$ cat config.mk
export PLATFORM = sky130hd
export DESIGN_NAME = pc2_top
export DESIGN_NICKNAME = d
export VERILOG_FILES = /design/src/hw/pc2_pkg.sv /design/src/hw/pc2_sync.sv /design/src/hw/pc2_top.sv
export SDC_FILE = /design/constraint.sdc
export NUM_CORES = 1
export LEC_CHECK = 0
export ABC_AREA = 1
export BUFFER_PORTS_ARGS = -buffer_cell sky130_fd_sc_hd__buf_2
export CORE_MARGIN = 3
export CORE_UTILIZATION = 40
export DETAILED_ROUTE_END_ITERATION = 8
export HOLD_SLACK_MARGIN = 0.1
export PLACE_DENSITY = 0.72
export SYNTH_ARGS = -nofsm -noshare
export SYNTH_HDL_FRONTEND = slang
export SYNTH_SLANG_ARGS = --single-unit
$ cat constraint.sdc
create_clock -name core_clk -period 1.7 [get_ports core_clk]
set_clock_uncertainty 0.1 [all_clocks]
set_input_delay 0.17 -clock core_clk [delete_from_list [all_inputs] [get_ports core_clk]]
set_output_delay 0.17 -clock core_clk [all_outputs]
set_load 0.1 [all_outputs]
$ cat src/hw/pc2_pkg.sv
package pc2_pkg;
    localparam logic [11:0] PC2_OFF_CTRL2   = 12'h028;  // offset 0x028 is register index 0x00a times 4
    localparam logic [11:0] PC2_IDX_CTRL2   = 12'h00a;
    localparam logic [11:0] PC2_OFF_CTRL1   = 12'h024;
    localparam logic [11:0] PC2_IDX_CTRL1   = 12'h009;
    localparam logic [11:0] PC2_OFF_STATUS  = 12'h040;
    localparam logic [15:0] PC2_CTRL2_RST   = 16'h0004;
    localparam logic [15:0] PC2_CTRL2_WMASK = 16'h3fff;
    localparam logic [15:0] PC2_CTRL1_RST   = 16'h0001;
    localparam int PC2_B_FASTUP   = 6;
    localparam int PC2_B_EXTFD    = 5;
    localparam int PC2_B_ENHLED   = 4;
    localparam int PC2_B_ISOHD    = 3;
    localparam int PC2_B_IDLEERR  = 2;
    localparam int PC2_B_ODDDIS   = 1;
    localparam int PC2_B_RXCLK    = 0;
    localparam int PC2_B_MDIX_FAST   = 6;
    localparam int PC2_B_MDIX_ROBUST = 5;
    // parallel-detect link-up times
    localparam int PC2_PD_NORMAL_US = 1000;
    localparam int PC2_PD_FAST_US   = 100;
    localparam int PC2_CLK_MHZ      = 200;
    localparam int PC2_PD_NORMAL_CYC = PC2_PD_NORMAL_US * PC2_CLK_MHZ;
    localparam int PC2_PD_FAST_CYC   = PC2_PD_FAST_US * PC2_CLK_MHZ;
endpackage

$ cat src/hw/pc2_sync.sv
`timescale 1ns/1ps
// two-flop level synchroniser for the rmii receive clock
module pc2_sync (
    input  wire logic core_clk,
    input  wire logic rst_b,
    input  wire logic d,
    output logic      q
);
    logic meta_r;
    always_ff @(posedge core_clk or negedge rst_b) begin
        if (!rst_b) begin
            meta_r <= 1'b0;
            q      <= 1'b0;
        end else begin
            meta_r <= d;
            q      <= meta_r;
        end
    end
endmodule // pc2_sync

$ cat src/hw/pc2_top.sv
// Local design decision: the APB interface to the registers.
`timescale 1ns/1ps
module pc2_top #(
    parameter int PD_NORMAL_CYC = pc2_pkg::PC2_PD_NORMAL_CYC,
    parameter int PD_FAST_CYC   = pc2_pkg::PC2_PD_FAST_CYC
) (
    input  wire logic        core_clk,
    input  wire logic        rst_b,
    input  wire logic        psel,
    input  wire logic        penable,
    input  wire logic        pwrite,
    input  wire logic [11:0] paddr,
    input  wire logic [31:0] pwdata,
    output logic             pready,
    output logic [31:0]      prdata,
    output logic             pslverr,
    input  wire logic        link_up,
    input  wire logic        link_100,
    input  wire logic        partner_forced_100,
    input  wire logic        resolved_fd,
    input  wire logic        pd_start,
    output logic             pd_done,
    output logic             full_duplex,
    output logic             link_led,
    output logic             mii_isolate,
    input  wire logic        rx_idle,
    input  wire logic        rx_sym_err,
    output logic             rx_err_flag,
    input  wire logic        tx_nib_en,
    input  wire logic        tx_nib_er,
    output logic             tx_en_out,
    output logic             tx_er_out,
    input  wire logic        rmii_rx_clk,
    input  wire logic [1:0]  rmii_rxd,
    output logic [1:0]       rmii_rxd_out
);
    logic [15:0] ctrl2_r, ctrl2_nxt;
    logic [15:0] ctrl1_r, ctrl1_nxt;
    logic        pready_nxt, pslverr_nxt;
    logic [31:0] prdata_nxt;
    logic        mdix_auto;
    logic [15:0] ctrl2_eff;
    logic        acc, hit2, hit1, hits;

    assign mdix_auto = ctrl1_r[pc2_pkg::PC2_B_MDIX_FAST] | ctrl1_r[pc2_pkg::PC2_B_MDIX_ROBUST];
    always_comb begin
        ctrl2_eff = ctrl2_r;
        if (mdix_auto) begin
            ctrl2_eff[pc2_pkg::PC2_B_FASTUP] = 1'b1;
        end
    end

    // one wait state in the access phase; pready rises the cycle after the first access cycle
    assign acc  = psel & penable & ~pready;
    assign hit2 = paddr == pc2_pkg::PC2_OFF_CTRL2;
    assign hit1 = paddr == pc2_pkg::PC2_OFF_CTRL1;
    assign hits = paddr == pc2_pkg::PC2_OFF_STATUS;

    always_comb begin
        ctrl2_nxt   = ctrl2_r;
        ctrl1_nxt   = ctrl1_r;
        pready_nxt  = acc;
        pslverr_nxt = acc & ~(hit1 | hit2 | hits);
        prdata_nxt  = 32'h0000_0000;
        if (acc && pwrite && hit2) begin
            ctrl2_nxt = pwdata[15:0] & pc2_pkg::PC2_CTRL2_WMASK;
        end
        if (acc && pwrite && hit1) begin
            ctrl1_nxt = pwdata[15:0];
        end
        if (acc && !pwrite) begin
            if (hit2) begin
                prdata_nxt = {16'h0000, ctrl2_eff & pc2_pkg::PC2_CTRL2_WMASK};
            end else if (hit1) begin
                prdata_nxt = {16'h0000, ctrl1_r};
            end else if (hits) begin
                prdata_nxt = {26'h0, mii_isolate, link_led, full_duplex,
                              rx_err_flag, pd_done, tx_en_out};
            end
        end
    end

    always_ff @(posedge core_clk or negedge rst_b) begin
        if (!rst_b) begin
            ctrl2_r <= pc2_pkg::PC2_CTRL2_RST;
            ctrl1_r <= pc2_pkg::PC2_CTRL1_RST;
            pready  <= 1'b0;
            pslverr <= 1'b0;
            prdata  <= 32'h0000_0000;
        end else begin
            ctrl2_r <= ctrl2_nxt;
            ctrl1_r <= ctrl1_nxt;
            pready  <= pready_nxt;
            pslverr <= pslverr_nxt;
            prdata  <= prdata_nxt;
        end
    end

    // parallel detection timer
    typedef enum logic [0:0] {PC2_PD_IDLE, PC2_PD_RUN} pc2_pd_t;
    pc2_pd_t     pd_st_r, pd_st_nxt;
    logic [31:0] pd_cnt_r, pd_cnt_nxt;
    logic        pd_done_nxt;

    always_comb begin
        pd_st_nxt   = pd_st_r;
        pd_cnt_nxt  = pd_cnt_r;
        pd_done_nxt = 1'b0;
        unique case (pd_st_r)
            PC2_PD_IDLE: begin
                if (pd_start) begin
                    pd_st_nxt = PC2_PD_RUN;
                    // length chosen at start; a mid-run change takes effect next time
                    pd_cnt_nxt = ctrl2_eff[pc2_pkg::PC2_B_FASTUP] ?
                                 32'(PD_FAST_CYC - 1) : 32'(PD_NORMAL_CYC - 1);
                end
            end
            PC2_PD_RUN: begin
                if (pd_cnt_r == 32'h0) begin
                    pd_st_nxt   = PC2_PD_IDLE;
                    pd_done_nxt = 1'b1;
                end else begin
                    pd_cnt_nxt = pd_cnt_r - 32'h1;
                end
            end
        endcase
    end

    always_ff @(posedge core_clk or negedge rst_b) begin
        if (!rst_b) begin
            pd_st_r  <= PC2_PD_IDLE;
            pd_cnt_r <= 32'h0;
            pd_done  <= 1'b0;
        end else begin
            pd_st_r  <= pd_st_nxt;
            pd_cnt_r <= pd_cnt_nxt;
            pd_done  <= pd_done_nxt;
        end
    end

    // link status outputs
    logic fd_nxt, led_nxt, iso_nxt, rxerr_nxt;
    always_comb begin
        fd_nxt = resolved_fd;
        if (ctrl2_r[pc2_pkg::PC2_B_EXTFD] && link_100 && partner_forced_100) begin
            fd_nxt = 1'b1;
        end
        if (ctrl2_r[pc2_pkg::PC2_B_ENHLED]) begin
            led_nxt = link_up & link_100 & fd_nxt;
        end else begin
            led_nxt = link_up;
        end
        iso_nxt = ctrl2_r[pc2_pkg::PC2_B_ISOHD] & link_up & link_100 & ~fd_nxt;
        rxerr_nxt = rx_sym_err & (~rx_idle | ctrl2_r[pc2_pkg::PC2_B_IDLEERR]);
    end

    always_ff @(posedge core_clk or negedge rst_b) begin
        if (!rst_b) begin
            full_duplex <= 1'b0;
            link_led    <= 1'b0;
            mii_isolate <= 1'b0;
            rx_err_flag <= 1'b0;
        end else begin
            full_duplex <= fd_nxt;
            link_led    <= led_nxt;
            mii_isolate <= iso_nxt;
            rx_err_flag <= rxerr_nxt;
        end
    end

    // transmit nibble path; one core_clk cycle stands for one TX_CLK cycle
    logic odd_r, odd_nxt;
    logic txen_nxt, txer_nxt;
    always_comb begin
        txen_nxt = tx_nib_en;
        txer_nxt = tx_nib_en & tx_nib_er;
        odd_nxt  = tx_nib_en ? ~odd_r : 1'b0;
        if (!tx_nib_en && odd_r && !ctrl2_r[pc2_pkg::PC2_B_ODDDIS]) begin
            txen_nxt = 1'b1;
            txer_nxt = 1'b1;
        end
        // when disabled the drop passes straight through
    end

    always_ff @(posedge core_clk or negedge rst_b) begin
        if (!rst_b) begin
            odd_r     <= 1'b0;
            tx_en_out <= 1'b0;
            tx_er_out <= 1'b0;
        end else begin
            odd_r     <= odd_nxt;
            tx_en_out <= txen_nxt;
            tx_er_out <= txer_nxt;
        end
    end

    // rmii receive sampling: rx clock edges detected after synchronising
    logic       rxclk_s, rxclk_d_r;
    logic [1:0] rxd_nxt;
    pc2_sync u_sync (
        .core_clk (core_clk),
        .rst_b    (rst_b),
        .d        (rmii_rx_clk),
        .q        (rxclk_s)
    );
    always_comb begin
        rxd_nxt = rmii_rxd_out;
        if (ctrl2_r[pc2_pkg::PC2_B_RXCLK]) begin
            if (rxclk_s && !rxclk_d_r) begin
                rxd_nxt = rmii_rxd;
            end
        end else begin
            rxd_nxt = rmii_rxd;
        end
    end

    always_ff @(posedge core_clk or negedge rst_b) begin
        if (!rst_b) begin
            rxclk_d_r    <= 1'b0;
            rmii_rxd_out <= 2'b00;
        end else begin
            rxclk_d_r    <= rxclk_s;
            rmii_rxd_out <= rxd_nxt;
        end
    end
endmodule // pc2_top

==> results by group <==
Power and ir drop
  – Internal power: 4.46 mW
  – Clk network pwr share: a little under a third
  – Net Switching: roughly 2.4 mW
  – Switching part of the total power: 35.2%
  – P_leak: 3.57 nW
  – Comb power frac: 30.2%
  – PD cells: 999 nW/um2
  – Sequential share of power: a little under 40%
  – Peak VDD IR: slightly above 600 uV

Final layout
  – # diodes: 0
  – FILL cells: 1015
  – Area Overhead vs Synth: 39.3%
  – Nets: between 800 and 900
  – Share of layout cells above drive strength 1: roughly 34%
  – Final design area excluding fillers: around 6900 um2
  – Post-Layout Cell Count: about 970

STA
  – Final hold vios: 0
  – Period utilization: 103%
  – Setup ws final: -0.0578 ns
  – Final min period: 1.76 ns
  – Fmax: roughly 570 MHz
  – Finish-stage setup viols: 23
  – Worst hold slack: roughly 0.17 ns
  – RSZ-0062 raised after global routing: yes
  – Slew Limit Fails: 0

Floorplan
  – Initial Util: between 40% and 50%
  – Core area: around 12000 um2
  – Die area: 13700 um2
  – Die X: approximately 120 um
  – Die height: around 120 um
  – Num ports: about 100
  – Cell Rows: 39

Clock network
  – CTS root buf: clkbuf_16
  – CTS tree: yes
  – Clk Latency, worst-skew pair: ~0.35 ns
  – # clock sinks: between 90 and 100
  – H-tree depth: 3
  – Max clock buf depth: 2
  – Clk slew on worst S/H paths: about 0.07 ns
  – CTS Buf Count: 9

Critical path
  – Setup CP Type: reg2reg
  – FF-to-FF setup slack: -0.06 ns
  – CP max FO: 8
  – Worst EP required: about 1.9 ns
  – CP Capture Type: register
  – CP Launch Type: register
  – Worst Path Arrival: 1.95 ns

Synthesis
  – Mux share of post-synthesis cell area: less than 1%
  – Register area share after synthesis: 47.6%
  – Ranking of synthesized cells by area: dfrtp_1 (47%), nand2_1 (14%), nor2_1 (6.3%), nand3_1 (4.8%), inv_1 (3.6%)
  – Synth unique cells: 40
  – Gate Count Post-Synth: 620
  – Simple-gate area share of the yosys netlist: between 30 and 40%
  – Largest family of logic cells by synthesized area: simple AND/OR/NAND/NOR gates
  – Cell area after synthesis: between 4000 and 5000 um2
  – Area leader, netlist: dfrtp_1
  – XOR/XNOR share of the synthesized area: under 10%
  – Synth Area in Adders: 0.253%
  – Share of the synthesized area in the top cell type: between 40% and 50%
  – #FFs+latches synth: 94
  – Compound-cell area share of the yosys netlist: just over 10%
  – Syn. warnings: 0
  – Synth Area per Inst: about 8.0 um2

Detailed routing
  – Antenna Nets Post-Route: 0
  – Total iterations of the first detailed-routing run: 5
  – Routed wire length per instance: between 10 and 15 um
  – 1st-iter DRT viols: about 410
  – DRC viols: 0
  – DRT Wirelength: between 10 and 15 mm
  – Avg Vias per Cell: 4.89
  – Via Count: approximately 4.7k

Placed design
  – Final GP Congestion: about 0.94
  – Placed Cells: 905
  – Worst slack, placed: -0.103 ns
  – Detailed Place HPWL: between 8 and 9 mm
  – Placed inst area: between 5000 and 6000 um2
  – PortBufs: between 70 and 80

Status
  – Violated checks: setup timing
  – Status: complete, but fails checks

Job
  – Max Cap Viol: 0

Global routing
  – Largest net degree at the start of global routing: 36
  – First-pass GRT wire length: a little over 20 mm
  – Vias in the first global route: between 4k and 5k
  – GR Overflow Total: 0
  – GRT Overall Usage: 19.1%
  – Initial antenna violation count: 0

Min path
  – Hold Path Class: in2reg
==> sequential cells by signal, summed over array words and instances, names as in the netlist <==
signal,flops
rmii_rxd_out,2
pd_done,1
mii_isolate,1
odd_r,1
link_led,1
full_duplex,1
pd_cnt_r,32
rx_err_flag,1
prdata,16
rxclk_d_r,1
pd_st_r,1
tx_en_out,1
ctrl2_r,14
u_sync.meta_r,1
ctrl1_r,16
tx_er_out,1
pslverr,1
pready,1
u_sync.q,1
==> worst max-delay path, stage by stage, from the launching register on <==
cell,delay (ns)
dfrtp_1,0.42
nor2_2,0.16
nand2_2,0.09
nor2_4,0.14
nand2_2,0.09
nor2_4,0.12
nand2_4,0.10
nand2_8,0.17
clkbuf_16,0.19
nand2_4,0.05
nand2_2,0.06
==> path summary, 6_finish.rpt <==
path                                     from     endpoint  cells past startpoint
worst max-delay path             pd_cnt_r[11]  pd_cnt_r[9]                     10
worst min-delay path                 paddr[3]   prdata[14]                      6
worst max register to register   pd_cnt_r[11]  pd_cnt_r[9]                     10
worst min register to register  u_sync.meta_r     u_sync.q                      0
max in group asynchronous               rst_b  pd_cnt_r[7]                      3
min in group asynchronous               rst_b       pready                      2
==> power by group through the flow <==
stage          registers (mW)  logic, mW  clock network (mW)
6_report                 2.71       2.07                2.10
5_1_grt                  2.73       2.28                2.23
4_1_cts                  2.65       1.86                2.14
3_5_place_dp             2.67       1.76                   0
3_3_place_gp             2.66       1.71                   0
2_1_floorplan            2.75       1.08                   0
==> cell usage in the layout (no fill, tap or decap), types with 9 or more instances in the layout <==
| master | Yosys | final |
|---|---|---|
| conb_1 | 1 | 16 |
| inv_1 | 47 | 44 |
| nand2_1 | 178 | 160 |
| nand2_2 | 12 | 24 |
| nand3_1 | 47 | 47 |
| dfrtp_1 | 92 | 88 |
| o21ai_2 | 19 | 20 |
| buf_4 | 16 | 71 |
| o21ai_0 | 30 | 28 |
| nor2_4 | 5 | 12 |
| buf_2 | 3 | 70 |
| o21ai_1 | 11 | 12 |
| nand2_4 | 2 | 9 |
| dlygate4sd3_1 | 0 | 33 |
| nor2_2 | 2 | 22 |
| clkbuf_16 | 0 | 11 |
| nand4_1 | 9 | 9 |
| nor2_1 | 83 | 56 |
| xor2_1 | 11 | 11 |
==> cell families after synthesis <==
family / Yosys count
fa+ha+maj: 1
mux: 2
compound gates: 78
simple gates: 348
buf+inv: 84
other cells: 1
flops: 94
xor+xnor: 12
==> through the flow <==
step / util [%] / power [mW] / TNS [ns]
2_1_floorplan: - / 3.82 / 0
3_3_place_gp: 50.1 / 4.37 / -1.62
3_5_place_dp: 50.1 / 4.42 / -2.10
4_1_cts: 56.0 / 6.65 / -0.0624
5_1_grt: 58.6 / 7.24 / -2.91
6_report: 58.6 / 6.88 / -0.623
==> layer usage <==
metal  up-vias  wire, um  track usage, %
met4         0       200            6.73
met1      2244      5550            23.7
met3        18       805            3.75
met2       165      6440            33.0
li1       2310         -               -
met5         -         0               0
==> cell type report <==
cell class	count	area (um2)	area share, %
tap	164	205	2.98
multi-input combinational	458	2430	35.4
timing repair buffer	184	1380	20.0
clock buffer	9	225	3.27
inverter	52	198	2.87
clock inverter	7	81.3	1.18
sequential	94	2360	34.3
==> synthesized netlist by cell type, drive strengths merged <==
cell type and count:
inv 51, clkinv 1, o21ai 60, o211ai 6, mux2 2, dfrtp 92
nand4 9, nand2 193, xnor2 1, conb 1, a21o 1, xor2 11
a211oi 1, a21oi 2, nand3 47, nor2 91, ha 1, nor3 4
clkbuf 6, buf 26, dfstp 2, a31o 1, a21boi 2, o21bai 5
or2 4
==> timing repair <==
action                                 CTS  global route
gates cloned                             1             2
gates resized for setup                 12            60
endpoints found under the hold margin  134             0
hold buffers                            33             0
setup endpoints to repair               33            39
pin swaps                                1            29
buffers inserted                         2             9
(Power assumes the default switching activity.)
